===== src/core/fcas_pkg.sv =====
// Shared constants, codes and carrier types of the flash command sequencer.
// Assumes one clock and a word-addressed view of the peripheral bus.
package fcas_pkg;
	// ------------------------------------------------------------
	// Register addresses
	// ------------------------------------------------------------
	localparam logic [31:0] STATUS_ADDR = 32'hFFA10080;
	localparam logic [31:0] REGION_ADDR = 32'hFFA10020;
	localparam logic [31:0] ENTRY_ADDR = 32'hFFA10084;
	localparam logic [31:0] CMD_AREA_ADDR = 32'hFFA20000;
	localparam logic [31:0] ACCESS_ADDR = 32'hFFA10010;
	localparam logic [31:0] START_ADDR = 32'hFFA10030;
	localparam logic [31:0] END_ADDR = 32'hFFA10034;
	localparam logic [31:0] DUMMY_ECC_ADDR = 32'hFFA10088;
	localparam logic [31:0] SETUP_ADDR = 32'hFFA1008C;
	localparam logic [31:0] BLANK_CTRL_ADDR = 32'hFFA100D0;
	// ------------------------------------------------------------
	// Field positions, keys and reset values
	// ------------------------------------------------------------
	localparam logic [31:0] STATUS_RESET = 32'h00008000;
	localparam int ST_ECC_FULL = 18;
	localparam int ST_OTP_DOUBLE = 17;
	localparam int ST_OTP_SINGLE = 16;
	localparam int ST_READY = 15;
	localparam int ST_ILLEGAL = 14;
	localparam int AS_CODE_VIOL = 7;
	localparam int AS_CMD_LOCK = 4;
	localparam int AS_DATA_VIOL = 3;
	localparam int REGION_BIT = 1;
	localparam int ENTRY_DATA_BIT = 7;
	localparam int ENTRY_CODE_BIT = 0;
	localparam int SETUP_BIT = 0;
	localparam int DIR_BIT = 0;
	localparam logic [7:0] REGION_KEY = 8'hA5;
	localparam logic [7:0] ENTRY_KEY = 8'hAA;
	// ------------------------------------------------------------
	// Command codes written to the command area
	// ------------------------------------------------------------
	localparam logic [7:0] CMD_PROG = 8'hE8;
	localparam logic [7:0] CMD_DMA = 8'hEA;
	localparam logic [7:0] CMD_ERASE = 8'h20;
	localparam logic [7:0] CMD_BLANK = 8'h71;
	localparam logic [7:0] CMD_CFG = 8'h40;
	localparam logic [7:0] CMD_OTP = 8'h45;
	localparam logic [7:0] CMD_LOCK_PROG = 8'h77;
	localparam logic [7:0] CMD_LOCK_READ = 8'h78;
	localparam logic [7:0] CMD_CONFIRM = 8'hD0;
	localparam logic [7:0] CMD_SUSPEND = 8'hB0;
	localparam logic [7:0] CMD_STOP = 8'hB3;
	localparam logic [7:0] CMD_CLEAR = 8'h50;
	// ------------------------------------------------------------
	// Address limits and buffer size
	// ------------------------------------------------------------
	localparam logic [23:0] CODE_USER_END = 24'h200000;
	localparam logic [23:0] SMALL_BLOCK_END = 24'h010000;
	localparam logic [18:0] DATA_END = 19'h10000;
	localparam logic [18:0] SET_LO = 19'h00040;
	localparam logic [18:0] SET_HI = 19'h000FF;
	localparam int ECC_DEPTH = 4;
	localparam int ECC_PTR_W = 2;

	typedef enum logic [3:0] {
		OP_NONE = 4'h0, OP_PROG_C = 4'h1, OP_PROG_D = 4'h2, OP_DMA = 4'h3,
		OP_ERASE_C = 4'h4, OP_ERASE_D = 4'h5, OP_BLANK = 4'h6,
		OP_CFG = 4'h7, OP_LOCK_PROG = 4'h8, OP_LOCK_READ = 4'h9,
		OP_OTP = 4'hA
	} fcas_op_t;

	typedef enum logic [2:0] {
		S_IDLE = 3'b000, S_COLLECT = 3'b001, S_BUSY = 3'b010,
		S_SUSP = 3'b011, S_STOP = 3'b100
	} fcas_seq_t;

	typedef struct packed {
		logic req;
		logic wr;
		logic [31:0] addr;
		logic [31:0] wdata;
		logic [3:0] be;
	} fcas_bus_req_t;

	typedef struct packed {
		logic start;
		logic suspend;
		logic resume;
		logic stop;
		fcas_op_t op;
		logic region;
		logic [31:0] addr;
		logic [31:0] end_addr;
	} fcas_core_cmd_t;

	typedef struct packed {
		logic done;
		logic otp_single;
		logic otp_double;
		logic ecc_pop;
	} fcas_core_rsp_t;

	typedef struct packed {
		logic code_viol;
		logic data_viol;
		logic range_err;
		logic dir_err;
		logic [31:0] addr;
		logic [31:0] end_addr;
	} fcas_check_t;
endpackage


===== src/core/fcas_top.sv =====
// Flash command sequencer: address registers, area select, status word.
// Assumes a flash core on the same clock that answers each operation.
//
// What this block does
// - Area select bit: 0 targets user area, 1 extended user area.
// - Start address ignores bits 31..24 for code, 31..19 for data.
// - Start address bits below the command boundary are dropped.
// - Boundaries: 256 B, 4 B, 8 or 32 KB, 64 B, 16 B per command.
// - Code mode, user area: start outside implemented array flags error.
// - Data mode: start above implemented data size flags error.
// - Configuration command errors outside the allowed window of 0x40..0xFF.
// - OTP setting command errors outside its allowed window.
// - Blank check end must follow the direction bit, else lock.
// - Blank check ignores end bits 31..19, 1 and 0.
// - Blank check end above implemented data size flags error.
// - Start and end addresses reset also on setup initialise.
// - Status word is read-only, any lane width, resets to 0x8000.
// - Bit 18 shows ECC buffer full; writes then wait.
// - Bit 17 set on OTP double error, locks, cleared by clear/stop.
// - Bit 16 set on OTP single correction, no lock, cleared alike.
// - Ready low during processing; high on done, suspend or stop end.
// - Ready drops at first write for program family, else at last.
// - Bit 14 set and lock on illegal command, access or entry.
// - Illegal flag clears only with no violation; stop restores it.
// - Code violation sets its flag, the illegal flag and lock.
// - Data violation sets its flag, the illegal flag and lock.
`timescale 1ns/1ns
module fcas_top (
	input wire logic clk,
	input wire logic rst,
	input wire fcas_pkg::fcas_bus_req_t bus,
	output logic bus_ack,
	output logic [31:0] bus_rdata,
	output fcas_pkg::fcas_core_cmd_t core_cmd,
	input wire fcas_pkg::fcas_core_rsp_t core_rsp,
	output logic ecc_valid,
	output logic [31:0] ecc_word
);
	typedef struct packed {
		fcas_pkg::fcas_seq_t seq;
		logic ready;
		logic illegal;
		logic otp_dbl;
		logic otp_sgl;
		logic code_access_violation;
		logic data_access_violation;
		logic cmdlk;
		logic susp;
		logic region;
		logic entry_c;
		logic entry_d;
		logic bc_dir;
		logic [31:0] start;
		logic [31:0] end_a;
		fcas_pkg::fcas_op_t op;
		logic ack;
		logic [31:0] rdata;
		fcas_pkg::fcas_core_cmd_t cmd;
	} fcas_state_t;

	// ------------------------------------------------------------
	// Helpers
	// ------------------------------------------------------------
	function automatic logic [31:0] merge(input logic [31:0] old,
		input logic [31:0] wd, input logic [3:0] be);
		logic [31:0] r;
		r = old;
		for (int i = 0; i < 4; i++) begin
			if (be[i]) begin
				r[i*8 +: 8] = wd[i*8 +: 8];
			end
		end
		merge = r;
	endfunction

	function automatic logic hit(input logic [31:0] a, input logic [31:0] b);
		hit = a[31:2] == b[31:2];
	endfunction

	function automatic fcas_pkg::fcas_op_t decode(input logic [7:0] c,
		input logic code_mode, input logic data_mode);
		decode = fcas_pkg::OP_NONE;
		if (code_mode) begin
			case (c)
			fcas_pkg::CMD_PROG: decode = fcas_pkg::OP_PROG_C;
			fcas_pkg::CMD_ERASE: decode = fcas_pkg::OP_ERASE_C;
			fcas_pkg::CMD_CFG: decode = fcas_pkg::OP_CFG;
			fcas_pkg::CMD_OTP: decode = fcas_pkg::OP_OTP;
			fcas_pkg::CMD_LOCK_PROG: decode = fcas_pkg::OP_LOCK_PROG;
			fcas_pkg::CMD_LOCK_READ: decode = fcas_pkg::OP_LOCK_READ;
			default: decode = fcas_pkg::OP_NONE;
			endcase
		end else if (data_mode) begin
			case (c)
			fcas_pkg::CMD_PROG: decode = fcas_pkg::OP_PROG_D;
			fcas_pkg::CMD_DMA: decode = fcas_pkg::OP_DMA;
			fcas_pkg::CMD_ERASE: decode = fcas_pkg::OP_ERASE_D;
			fcas_pkg::CMD_BLANK: decode = fcas_pkg::OP_BLANK;
			default: decode = fcas_pkg::OP_NONE;
			endcase
		end
	endfunction

	fcas_state_t s;
	fcas_state_t next_s;
	fcas_pkg::fcas_check_t chk;
	fcas_pkg::fcas_op_t dec;
	fcas_pkg::fcas_op_t chk_op;
	logic ecc_ready;
	logic ecc_push;
	logic take;
	logic cmd_wr;
	logic [7:0] code;
	logic prog_family;
	logic [31:0] status_word;
	logic [31:0] access_word;

	// ------------------------------------------------------------
	// Checker and dummy ECC buffer
	// ------------------------------------------------------------
	assign dec = decode(bus.wdata[7:0], s.entry_c, s.entry_d);
	assign chk_op = s.seq == fcas_pkg::S_IDLE ? dec : s.op;

	fcas_addr_check u_check (
		.op(chk_op),
		.region(s.region),
		.bc_dir(s.bc_dir),
		.start(s.start),
		.end_a(s.end_a),
		.chk(chk)
	);

	fcas_ecc_buf u_ecc (
		.clk(clk),
		.rst(rst),
		.wr_valid(ecc_push),
		.wr_ready(ecc_ready),
		.wr_data(bus.wdata),
		.rd_valid(ecc_valid),
		.rd_ready(core_rsp.ecc_pop),
		.rd_data(ecc_word)
	);

	// Stalled write holds off the answer until a slot frees
	assign take = bus.req && !s.ack &&
		!(bus.wr && hit(bus.addr, fcas_pkg::DUMMY_ECC_ADDR) && !ecc_ready);
	assign ecc_push = take && bus.wr && hit(bus.addr, fcas_pkg::DUMMY_ECC_ADDR);
	assign cmd_wr = take && bus.wr && hit(bus.addr, fcas_pkg::CMD_AREA_ADDR);
	assign code = bus.wdata[7:0];

	always_comb begin
		status_word = '0;
		status_word[fcas_pkg::ST_ECC_FULL] = !ecc_ready;
		status_word[fcas_pkg::ST_OTP_DOUBLE] = s.otp_dbl;
		status_word[fcas_pkg::ST_OTP_SINGLE] = s.otp_sgl;
		status_word[fcas_pkg::ST_READY] = s.ready;
		status_word[fcas_pkg::ST_ILLEGAL] = s.illegal;
		access_word = '0;
		access_word[fcas_pkg::AS_CODE_VIOL] = s.code_access_violation;
		access_word[fcas_pkg::AS_CMD_LOCK] = s.cmdlk;
		access_word[fcas_pkg::AS_DATA_VIOL] = s.data_access_violation;
		prog_family = dec inside {fcas_pkg::OP_PROG_C, fcas_pkg::OP_PROG_D,
			fcas_pkg::OP_DMA, fcas_pkg::OP_CFG, fcas_pkg::OP_OTP};
	end

	// ------------------------------------------------------------
	// Sequencer
	// ------------------------------------------------------------
	always_comb begin
		next_s = s;
		next_s.ack = take;
		next_s.cmd.start = 1'b0;
		next_s.cmd.suspend = 1'b0;
		next_s.cmd.resume = 1'b0;
		next_s.cmd.stop = 1'b0;

		// Register reads; whole word returned, master picks its lanes
		if (take && !bus.wr) begin
			if (hit(bus.addr, fcas_pkg::STATUS_ADDR)) begin
				next_s.rdata = status_word;
			end else if (hit(bus.addr, fcas_pkg::ACCESS_ADDR)) begin
				next_s.rdata = access_word;
			end else if (hit(bus.addr, fcas_pkg::START_ADDR)) begin
				next_s.rdata = s.start;
			end else if (hit(bus.addr, fcas_pkg::END_ADDR)) begin
				next_s.rdata = s.end_a;
			end else if (hit(bus.addr, fcas_pkg::REGION_ADDR)) begin
				next_s.rdata = 32'(s.region) << fcas_pkg::REGION_BIT;
			end else if (hit(bus.addr, fcas_pkg::ENTRY_ADDR)) begin
				next_s.rdata = (32'(s.entry_d) << fcas_pkg::ENTRY_DATA_BIT) |
					(32'(s.entry_c) << fcas_pkg::ENTRY_CODE_BIT);
			end else if (hit(bus.addr, fcas_pkg::BLANK_CTRL_ADDR)) begin
				next_s.rdata = 32'(s.bc_dir) << fcas_pkg::DIR_BIT;
			end else begin
				next_s.rdata = '0;
			end
		end

		// Register writes; the status word ignores writes
		if (take && bus.wr) begin
			if (hit(bus.addr, fcas_pkg::START_ADDR)) begin
				next_s.start = merge(s.start, bus.wdata, bus.be);
			end else if (hit(bus.addr, fcas_pkg::END_ADDR)) begin
				next_s.end_a = merge(s.end_a, bus.wdata, bus.be);
			end else if (hit(bus.addr, fcas_pkg::SETUP_ADDR) &&
				bus.wdata[fcas_pkg::SETUP_BIT]) begin
				next_s.start = '0;
				next_s.end_a = '0;
				next_s.region = 1'b0;
				next_s.entry_c = 1'b0;
				next_s.entry_d = 1'b0;
			end else if (hit(bus.addr, fcas_pkg::REGION_ADDR) &&
				bus.wdata[15:8] == fcas_pkg::REGION_KEY) begin
				next_s.region = bus.wdata[fcas_pkg::REGION_BIT];
			end else if (hit(bus.addr, fcas_pkg::ENTRY_ADDR) && s.ready &&
				bus.wdata[15:8] == fcas_pkg::ENTRY_KEY) begin
				next_s.entry_c = bus.wdata[fcas_pkg::ENTRY_CODE_BIT];
				next_s.entry_d = bus.wdata[fcas_pkg::ENTRY_DATA_BIT];
				if (bus.wdata[fcas_pkg::ENTRY_CODE_BIT] &&
					bus.wdata[fcas_pkg::ENTRY_DATA_BIT]) begin
					next_s.illegal = 1'b1;
					next_s.cmdlk = 1'b1;
				end
			end else if (hit(bus.addr, fcas_pkg::BLANK_CTRL_ADDR)) begin
				next_s.bc_dir = bus.wdata[fcas_pkg::DIR_BIT];
			end else if (hit(bus.addr, fcas_pkg::ACCESS_ADDR)) begin
				if (!bus.wdata[fcas_pkg::AS_CODE_VIOL]) begin
					next_s.code_access_violation = 1'b0;
				end
				if (!bus.wdata[fcas_pkg::AS_DATA_VIOL]) begin
					next_s.data_access_violation = 1'b0;
				end
			end
		end

		// Command area writes
		if (cmd_wr && code == fcas_pkg::CMD_STOP) begin
			next_s.otp_dbl = 1'b0;
			next_s.otp_sgl = 1'b0;
			next_s.illegal = 1'b0;
			next_s.ready = 1'b0;
			next_s.susp = 1'b0;
			next_s.seq = fcas_pkg::S_STOP;
			next_s.cmd.stop = 1'b1;
		end else if (cmd_wr) begin
			case (s.seq)
			fcas_pkg::S_IDLE: begin
				if (code == fcas_pkg::CMD_CLEAR) begin
					next_s.otp_dbl = 1'b0;
					next_s.otp_sgl = 1'b0;
					if (!s.code_access_violation && !s.data_access_violation) begin
						next_s.illegal = 1'b0;
						next_s.cmdlk = 1'b0;
					end
				end else if (s.cmdlk) begin
					next_s.seq = fcas_pkg::S_IDLE;
				end else if (dec == fcas_pkg::OP_NONE) begin
					next_s.illegal = 1'b1;
					next_s.cmdlk = 1'b1;
				end else if (chk.code_viol || chk.data_viol ||
					chk.range_err || chk.dir_err) begin
					next_s.code_access_violation = chk.code_viol;
					next_s.data_access_violation = chk.data_viol;
					next_s.illegal = 1'b1;
					next_s.cmdlk = 1'b1;
				end else begin
					next_s.op = dec;
					next_s.seq = fcas_pkg::S_COLLECT;
					next_s.ready = !prog_family;
				end
			end
			fcas_pkg::S_COLLECT: begin
				if (code == fcas_pkg::CMD_CONFIRM) begin
					next_s.ready = 1'b0;
					next_s.seq = fcas_pkg::S_BUSY;
					next_s.cmd.start = 1'b1;
					next_s.cmd.op = s.op;
					next_s.cmd.region = s.region;
					next_s.cmd.addr = chk.addr;
					next_s.cmd.end_addr = chk.end_addr;
				end else begin
					next_s.illegal = 1'b1;
					next_s.cmdlk = 1'b1;
					next_s.ready = 1'b1;
					next_s.seq = fcas_pkg::S_IDLE;
				end
			end
			fcas_pkg::S_BUSY: begin
				if (code == fcas_pkg::CMD_SUSPEND && !s.susp &&
					s.op inside {fcas_pkg::OP_PROG_C, fcas_pkg::OP_PROG_D,
					fcas_pkg::OP_ERASE_C, fcas_pkg::OP_ERASE_D}) begin
					next_s.susp = 1'b1;
					next_s.cmd.suspend = 1'b1;
				end else begin
					next_s.illegal = 1'b1;
					next_s.cmdlk = 1'b1;
				end
			end
			fcas_pkg::S_SUSP: begin
				if (code == fcas_pkg::CMD_CONFIRM && !s.cmdlk) begin
					next_s.ready = 1'b0;
					next_s.seq = fcas_pkg::S_BUSY;
					next_s.cmd.resume = 1'b1;
				end else if (!s.cmdlk) begin
					next_s.illegal = 1'b1;
					next_s.cmdlk = 1'b1;
				end
			end
			default: begin
				next_s.seq = s.seq;
			end
			endcase
		end

		// Flash core answers
		if (s.seq == fcas_pkg::S_BUSY) begin
			if (core_rsp.otp_double) begin
				next_s.otp_dbl = 1'b1;
				next_s.cmdlk = 1'b1;
			end
			if (core_rsp.otp_single) begin
				next_s.otp_sgl = 1'b1;
			end
			if (core_rsp.done) begin
				next_s.ready = 1'b1;
				next_s.susp = 1'b0;
				next_s.seq = s.susp ? fcas_pkg::S_SUSP : fcas_pkg::S_IDLE;
			end
		end else if (s.seq == fcas_pkg::S_STOP && core_rsp.done) begin
			next_s.ready = 1'b1;
			next_s.illegal = s.code_access_violation || s.data_access_violation;
			next_s.cmdlk = s.code_access_violation || s.data_access_violation;
			next_s.seq = fcas_pkg::S_IDLE;
		end
	end

	always_ff @(posedge clk or posedge rst) begin
		if (rst) begin
			s <= '0;
			s.ready <= 1'b1;
		end else begin
			s <= next_s;
		end
	end

	assign bus_ack = s.ack;
	assign bus_rdata = s.rdata;
	assign core_cmd = s.cmd;
endmodule


===== src/core/fcas_addr_check.sv =====
// Address truncation, alignment and range checks for one command.
// Purely combinational; the caller samples the result.
`timescale 1ns/1ns
module fcas_addr_check (
	input wire fcas_pkg::fcas_op_t op,
	input wire logic region,
	input wire logic bc_dir,
	input wire logic [31:0] start,
	input wire logic [31:0] end_a,
	output fcas_pkg::fcas_check_t chk
);
	function automatic logic outside(input logic [18:0] a);
		outside = (a < fcas_pkg::SET_LO) || (a > fcas_pkg::SET_HI);
	endfunction

	logic [18:0] s_lo;
	logic [18:0] e_lo;
	logic code_op;
	logic data_op;

	always_comb begin
		s_lo = start[18:0];
		e_lo = end_a[18:0];
		code_op = op inside {fcas_pkg::OP_PROG_C, fcas_pkg::OP_ERASE_C,
			fcas_pkg::OP_LOCK_PROG, fcas_pkg::OP_LOCK_READ};
		data_op = op inside {fcas_pkg::OP_PROG_D, fcas_pkg::OP_DMA,
			fcas_pkg::OP_ERASE_D, fcas_pkg::OP_BLANK};
		chk = '0;
		chk.code_viol = code_op && !region &&
			start[23:0] >= fcas_pkg::CODE_USER_END;
		chk.data_viol = data_op && s_lo >= fcas_pkg::DATA_END;
		chk.range_err = (op == fcas_pkg::OP_CFG && outside(s_lo)) ||
			(op == fcas_pkg::OP_OTP && outside(s_lo)) ||
			(op == fcas_pkg::OP_BLANK && e_lo >= fcas_pkg::DATA_END);
		// Word granularity: the low two end bits never matter
		chk.dir_err = op == fcas_pkg::OP_BLANK && (bc_dir ?
			e_lo[18:2] >= s_lo[18:2] : e_lo[18:2] <= s_lo[18:2]);
		chk.end_addr = {13'h0000, e_lo[18:2], 2'b00};
		case (op)
		fcas_pkg::OP_PROG_C: begin
			chk.addr = {8'h00, start[23:8], 8'h00};
		end
		fcas_pkg::OP_ERASE_C, fcas_pkg::OP_LOCK_PROG,
		fcas_pkg::OP_LOCK_READ: begin
			if (start[23:0] < fcas_pkg::SMALL_BLOCK_END) begin
				chk.addr = {8'h00, start[23:13], 13'h0000};
			end else begin
				chk.addr = {8'h00, start[23:15], 15'h0000};
			end
		end
		fcas_pkg::OP_ERASE_D: begin
			chk.addr = {13'h0000, s_lo[18:6], 6'h00};
		end
		fcas_pkg::OP_CFG, fcas_pkg::OP_OTP: begin
			chk.addr = {13'h0000, s_lo[18:4], 4'h0};
		end
		default: begin
			chk.addr = {13'h0000, s_lo[18:2], 2'b00};
		end
		endcase
	end
endmodule


===== src/core/fcas_ecc_buf.sv =====
// Small first-in first-out store for dummy ECC words.
// Read data comes from a register; a write into an empty buffer bypasses.
`timescale 1ns/1ns
module fcas_ecc_buf (
	input wire logic clk,
	input wire logic rst,
	input wire logic wr_valid,
	output logic wr_ready,
	input wire logic [31:0] wr_data,
	output logic rd_valid,
	input wire logic rd_ready,
	output logic [31:0] rd_data
);
	typedef struct packed {
		logic [fcas_pkg::ECC_DEPTH-1:0][31:0] mem;
		logic [fcas_pkg::ECC_PTR_W-1:0] wp;
		logic [fcas_pkg::ECC_PTR_W-1:0] rp;
		logic [fcas_pkg::ECC_PTR_W:0] cnt;
		logic [31:0] dout;
	} fcas_buf_t;

	fcas_buf_t s;
	fcas_buf_t next_s;
	logic push;
	logic pop;

	assign wr_ready = s.cnt != 3'(fcas_pkg::ECC_DEPTH);
	assign rd_valid = s.cnt != '0;
	assign rd_data = s.dout;

	always_comb begin
		next_s = s;
		push = wr_valid && wr_ready;
		pop = rd_valid && rd_ready;
		if (push) begin
			next_s.mem[s.wp] = wr_data;
			next_s.wp = s.wp + 1'b1;
		end
		if (pop) begin
			next_s.rp = s.rp + 1'b1;
		end
		next_s.cnt = s.cnt + {2'b00, push} - {2'b00, pop};
		next_s.dout = next_s.mem[next_s.rp];
	end

	always_ff @(posedge clk or posedge rst) begin
		if (rst) begin
			s <= '0;
		end else begin
			s <= next_s;
		end
	end
endmodule


===== config.mk =====
export PLATFORM = sky130hd
export DESIGN_NAME = fcas_top
export DESIGN_NICKNAME = d
export VERILOG_FILES = /design/src/core/fcas_pkg.sv /design/src/core/fcas_top.sv /design/src/core/fcas_addr_check.sv /design/src/core/fcas_ecc_buf.sv
export SDC_FILE = /design/constraint.sdc
export NUM_CORES = 1
export LEC_CHECK = 0
export ABC_AREA = 1
export BUFFER_PORTS_ARGS = -buffer_cell sky130_fd_sc_hd__buf_4
export CAP_MARGIN = 30
export CORE_AREA = 2 2 162 243
export DETAILED_ROUTE_END_ITERATION = 16
export DIE_AREA = 0 0 164 245
export PLACE_DENSITY = 0.63
export SLEW_MARGIN = 25
export SYNTH_ARGS = -nofsm -noshare
export SYNTH_HDL_FRONTEND = slang
export SYNTH_SLANG_ARGS = --single-unit

===== constraint.sdc =====
create_clock -name clk -period 24 [get_ports clk]
set_input_delay 4.8 -clock clk [delete_from_list [all_inputs] [get_ports clk]]
set_output_delay 4.8 -clock clk [all_outputs]
set_load 0.02 [all_outputs]

==> flow_summary.yaml, run 1 <==
drt:
  drtIter0Drc: 1122
  drtPass1Iterations: 5
  ant_nets: 0
  drc: 0
  wl_per_cell_um: 17.5
  routed_wl_mm: 45.1
  vias: 13400
  vias_per_cell: 5.20
sta:
  clock_skew_ns: 0.0292
  slew_viol_final: 0
  finalCritPeriodShare_pct: 30.1
  tns_ns: 0
  slew_headroom_pct: 34.7
  rsz0062_at_grt: "no"
  period_minus_slack_ns: 7.22
  hold_ws_ns: 0.476
  timing.fmax_mhz: 139
  worst_pin_slew_ns: 0.979
  setup_viol: 0
  hold_viol: 0
synthesis:
  synth_top_area_cell: "dfrtp_1"
  ys_dominant_reg_cell: "dfrtp_1"
  synth_seq_cells: 331
  synthArstFlopShare_pct: 100
  yosysTopAreaCellShare_pct: 48.9
  yosysUniqueCellTypes: 55
  netlist_instances: 2006
  synth_edf_count: 0
  yosys_warnings: 0
  avgSynthCellArea_um2: 8.42
  synth-seq-area-share_pct: 49.1
  syn-cell-area_um2: 16900
  netlist_top_cells_area: "dfrtp_1 49%, nand2_1 9.5%, inv_1 6.2%"
worst_setup_path:
  end_kind: "flop"
  crit_fanout: 64
  critical_path.top_delay_family: "simple AND/OR/NAND/NOR gates"
  slowest_delay_ns: 0.60
  cp_slowest_cell: "buf_4"
  rr_startpoint: "s[186]$_DFF_PP0_"
  start_kind: "input pin"
  rr_endpoint: "s[185]$_DFF_PP1_"
  critical_path_required_ns: 24.39
  rrSetupSlack_ns: 20.68
  reg2reg_depth: 17
  criticalPathCategory: "input pin to flop"
  crit_arrival_ns: 7.61
  crit_chain: "buf_4 -> nor2_1 -> nand2_1 -> or2_1 -> inv_6 -> nand3_4 -> nor2_8 -> nand2_2 -> nand3_4 -> inv_4 -> nand2_8 -> nor2_4 -> buf_4 -> o21ai_1 -> o21ai_1 -> a21oi_1 -> nor2_1"
  cp.buffers_inverters: 4
cts:
  cts_tree: "yes"
  path_clk_slew_ns: 0.06
  cts_buffers: 34
  cts_setup_buffers: 0
  cts_hold_buf: 0
  cts-root-buf: "clkbuf_16"
  clock-sinks: 331
  cts_buffer_depth: 3
  h-tree-depth: 2
  clk_latency_ns: 0.54
  cts_resized: 0
layout:
  final_cell_mix: "429 x nand2_1, 330 x dfrtp_1, 277 x inv_1, 203 x buf_4, 176 x o21ai_1"
  drive_above_1_share_pct: 14.7
  final_common_cell: "nand2_1"
  nets: 2154
  area_growth_pct: 11.9
  fillCellCount: 3714
  diodes: 0
power:
  leakage_nw: 9.95
  powerDensity_nw_per_um2: 78.9
  irDropWorstVdd_mv: 0.0555
die:
  initial_core_util_pct: 44.2
  die_area_um2: 40200
  die_height_um: 245
  ioPinCount: 215
  coreArea_um2: 38200
  dieWidth_um: 164
  row_count: 88
global_route:
  grt_pass1_vias: 13100
  grt_pass1_wl_mm: 71.5
  grt_max_degree: 113
  grt_overflow: 0
  antenna_found_initial: 0
  grt_usage_pct: 22.7
placed_design:
  routabilityCongestion: 0.932
  io_buffer_count: 187
  dp_hpwl_mm: 31.8
min_path:
  hold_end: "u_ecc.s[121]$_DFF_PP0_"
  min_delay_path_depth: 2
  hp-class: "flop to flop"
  worstHoldStart: "u_ecc.s[121]$_DFF_PP0_"
run_status:
  status: "finished, final reports clean"
flow_run:
  drv_cap: 0
[per-layer routing]
layer	share of wire, %	track usage, %
met5	0	0
met4	5.0	11.4
met3	4.4	2.96
met2	50	38.6
met1	41	28.2
[how the worst max path moves through the flow]
stage,slack (ns),startpoint,cells after the start,end
after floorplan,10.03,rst,1,access_word[3]$_DFF_PP0_
after global placement,16.24,bus[49],17,u_ecc.rd_data[5]$_DFF_PP0_
after detailed placement,16.24,bus[49],17,u_ecc.rd_data[5]$_DFF_PP0_
after CTS,16.77,bus[49],17,u_ecc.rd_data[5]$_DFF_PP0_
after global routing,16.51,bus[47],17,u_ecc.rd_data[1]$_DFF_PP0_
final,16.78,bus[49],17,u_ecc.rd_data[5]$_DFF_PP0_
[stage by stage]
stage	power (mW)	util, %	area, um^2	setup WS (ns)	cells
final	1.49	49.4	18900	16.78	2574
after global routing	1.57	49.4	18900	16.51	2574
after CTS	1.51	49.3	18900	16.77	2573
after detailed placement	0.954	46.3	17700	16.24	2512
after global placement	0.951	46.3	17700	16.24	2511
after floorplan	0.864	-	17000	10.03	2030
[kinds of logic (layout without fill, tap and decap cells)]
group / after synthesis / after routing / share of synthesized area [%]
other: 1 / 25 / 0.0222
AOI/OAI and AO/OA: 483 / 483 / 17.2
adders and majority gates: 24 / 24 / 1.82
and+or+nand+nor: 654 / 654 / 16.4
DFF: 331 / 331 / 49.1
xor gates and xnor gates: 4 / 4 / 0.207
muxes: 1 / 1 / 0.0593
buffers and inverters: 508 / 557 / 15.2
[cell type report]
class	instances	area [um^2]	share of cell area, %
Inverter	289	1100	5.83
Tap cell	495	619	3.28
Clock inverter	15	189	1.00
Clock buffer	46	977	5.17
Multi-Input combinational cell	1191	6140	32.5
Timing Repair Buffer	207	1580	8.36
Sequential cell	331	8280	43.9
[worst min-delay path, cell delays in order (launching register included)]
cell	delay, ns
dfrtp_1	0.34
o21ai_2	0.06
inv_1	0.04
[sequential cells by signal (all words and copies together) (netlist names)]
register,flops
core_cmd,48
u_ecc.rd_data,32
bus_rdata,32
u_ecc.s,135
access_word,3
bus_ack,1
s,80
[cells in the mapped netlist (all sizes together), types with 2 or more instances]
master / n
dfrtp: 330
o21ai: 249
o22ai: 13
or2: 2
a21oi: 84
clkinv: 4
o31ai: 83
o211ai: 7
nand4: 20
clkbuf: 38
o311ai: 2
nand2: 432
o221ai: 4
nor2: 112
inv: 285
ha: 23
nand3: 53
a32o: 24
nor4: 8
nor3: 26
buf: 181
a22o: 8
a31oi: 2
xor2: 4
[report_power, final]
group | total (mW) | internal (mW) | switching (mW)
Sequential | 0.599 | 0.587 | 0.0120
Combinational | 0.342 | 0.105 | 0.237
Clock | 0.549 | 0.321 | 0.227
Total | 1.49 | 1.01 | 0.476
No activity file was read; power rests on OpenSTA's default activity.
==> run 2: changes to the inputs <==
Settings changed: PLACE_DENSITY 0.63 to 0.65.
Clock period 24 ns to 6.1 ns, I/O delays scaled along.
==> flow_summary.yaml, run 2 (same netlist as run 1, synthesis figures left out) <==
worst_setup_path:
  crit_chain: "buf_4 -> nor2_1 -> nand2_1 -> or2_1 -> inv_6 -> nand3_4 -> nor2_8 -> nand2_2 -> nand3_4 -> inv_4 -> nand2_8 -> nor2_4 -> buf_4 -> nand2_1 -> o21ai_1 -> o21ai_1 -> a21oi_1 -> nor2_1"
  start_kind: "input pin"
  critical_path_required_ns: 6.58
  critical_path.top_delay_family: "simple AND/OR/NAND/NOR gates"
  rrSetupSlack_ns: 2.80
  crit_arrival_ns: 4.33
  criticalPathCategory: "input pin to flop"
  slowest_delay_ns: 0.62
  crit_fanout: 33
  cp.buffers_inverters: 4
  end_kind: "flop"
  cp_slowest_cell: "nor2_4"
placed_design:
  io_buffer_count: 187
  dp_hpwl_mm: 32.0
  routabilityCongestion: 0.915
  placed_cell_area_um2: 17700
power:
  powerDensity_nw_per_um2: 309
  irDropWorstVdd_mv: 0.244
  leakage_nw: 9.96
cts:
  cts_buffers: 31
  cts_resized: 0
  clock-sinks: 331
  cts-root-buf: "clkbuf_16"
  h-tree-depth: 1
  clk_latency_ns: 0.60
  path_clk_slew_ns: 0.06
  cts_hold_buf: 0
  cts_setup_buffers: 0
  cts_buffer_depth: 3
  cts_tree: "yes"
sta:
  hold_viol: 0
  slew_viol_final: 0
  period_minus_slack_ns: 3.85
  slew_headroom_pct: 40.9
  worst_pin_slew_ns: 0.886
  rsz0062_at_grt: "no"
  finalCritPeriodShare_pct: 63.2
  timing.fmax_mhz: 260
  setup_viol: 0
  hold_ws_ns: 0.478
  tns_ns: 0
  clock_skew_ns: 0.00902
run_status:
  status: "finished, final reports clean"
die:
  die_area_um2: 40200
  die_height_um: 245
  row_count: 88
  coreArea_um2: 38200
  initial_core_util_pct: 44.2
  dieWidth_um: 164
  ioPinCount: 215
global_route:
  grt_max_degree: 179
  grt_pass1_vias: 12800
  grt_overflow: 0
  grt_pass1_wl_mm: 70.3
  grt_usage_pct: 22.3
  antenna_found_initial: 0
layout:
  final_cell_mix: "429 x nand2_1, 330 x dfrtp_1, 277 x inv_1, 206 x buf_4, 176 x o21ai_1"
  area_growth_pct: 12.0
  largest_reg_flops: 135
  diodes: 0
  final_common_cell: "nand2_1"
  drive_above_1_share_pct: 14.8
  final_util_pct: 49.5
  top_register: "u_ecc.s"
  final_area_um2: 18900
  nets: 2154
drt:
  drtPass1Iterations: 5
  drtIter0Drc: 1141
  vias: 13400
  vias_per_cell: 5.21
  wl_per_cell_um: 17.5
  drc: 0
  routed_wl_mm: 45.1
  ant_nets: 0
flow_run:
  drv_cap: 0
min_path:
  hp-class: "flop to flop"
## run 2: cell count changes in the layout (fill, tap and decap cells not counted), moves of 2 or more
cell | previous run | this run
buf_12 | 0 | 2
clkinv_2 | 5 | 9
bufinv_16 | 3 | 7
buf_6 | 2 | 0
clkbuf_16 | 35 | 31
clkbuf_1 | 5 | 3
clkinv_8 | 2 | 0
clkbuf_8 | 6 | 3
buf_4 | 203 | 206
## run 2: per-stage QoR
stage	power [mW]	setup WS, ns	cells
2_1_floorplan	3.40	0.460	2030
3_3_place_gp	3.73	1.65	2512
3_5_place_dp	3.74	1.61	2514
4_1_cts	5.91	2.22	2572
5_1_grt	6.16	1.94	2574
6_report	5.84	2.25	2574
## run 2: final cells by class
cell class                      count  area, um^2
Tap cell                          495         619
Fill cell                        3661       19300
Clock buffer                       37         828
Clock inverter                     21         309
Timing Repair Buffer              210        1630
Sequential cell                   331        8280
Inverter                          289        1100
Multi-Input combinational cell   1191        6140
## run 2: path summary, 6_finish.rpt
path | from | to | depth (start not counted)
worst max register to register | s[186]$_DFF_PP0_ | s[185]$_DFF_PP1_ | 17
worst max-delay path | bus[49] | u_ecc.rd_data[26]$_DFF_PP0_ | 18
min in group asynchronous | rst | u_ecc.s[63]$_DFF_PP0_ | 3
worst min register to register | u_ecc.s[104]$_DFF_PP0_ | u_ecc.s[104]$_DFF_PP0_ | 2
worst min-delay path | u_ecc.s[104]$_DFF_PP0_ | u_ecc.s[104]$_DFF_PP0_ | 2
max in group asynchronous | rst | core_cmd[71]$_DFF_PP0_ | 4
## run 2: layer usage
metal	wire (um)	global-route usage (%)	up-vias	share of wire, %
met5	0	0	-	0
met4	2260	10.9	0	5.0
met3	2060	2.52	108	4.6
met2	22800	39.2	386	51
met1	18000	27.1	6395	40
li1	-	-	6512	-
## run 2: worst register-to-register path, cell delays in order (launching register included)
cell     delay (ns)
dfrtp_1        0.44
nor2_1         0.12
inv_1          0.06
nor2_1         0.58
inv_1          0.32
nand2_1        0.12
nand2_1        0.14
nor2_2         0.22
nand3_1        0.24
nand3_2        0.18
nand2_1        0.19
nand3_1        0.17
inv_1          0.10
nand3_1        0.08
nand3_1        0.07
nand2_1        0.08
nand2_1        0.06
nand2_1        0.08
## run 2: power breakdown
| part | total, mW | switching (mW) | internal (mW) |
|---|---|---|---|
| clock network | 2.15 | 0.880 | 1.27 |
| logic | 1.32 | 0.908 | 0.416 |
| registers | 2.37 | 0.0567 | 2.31 |
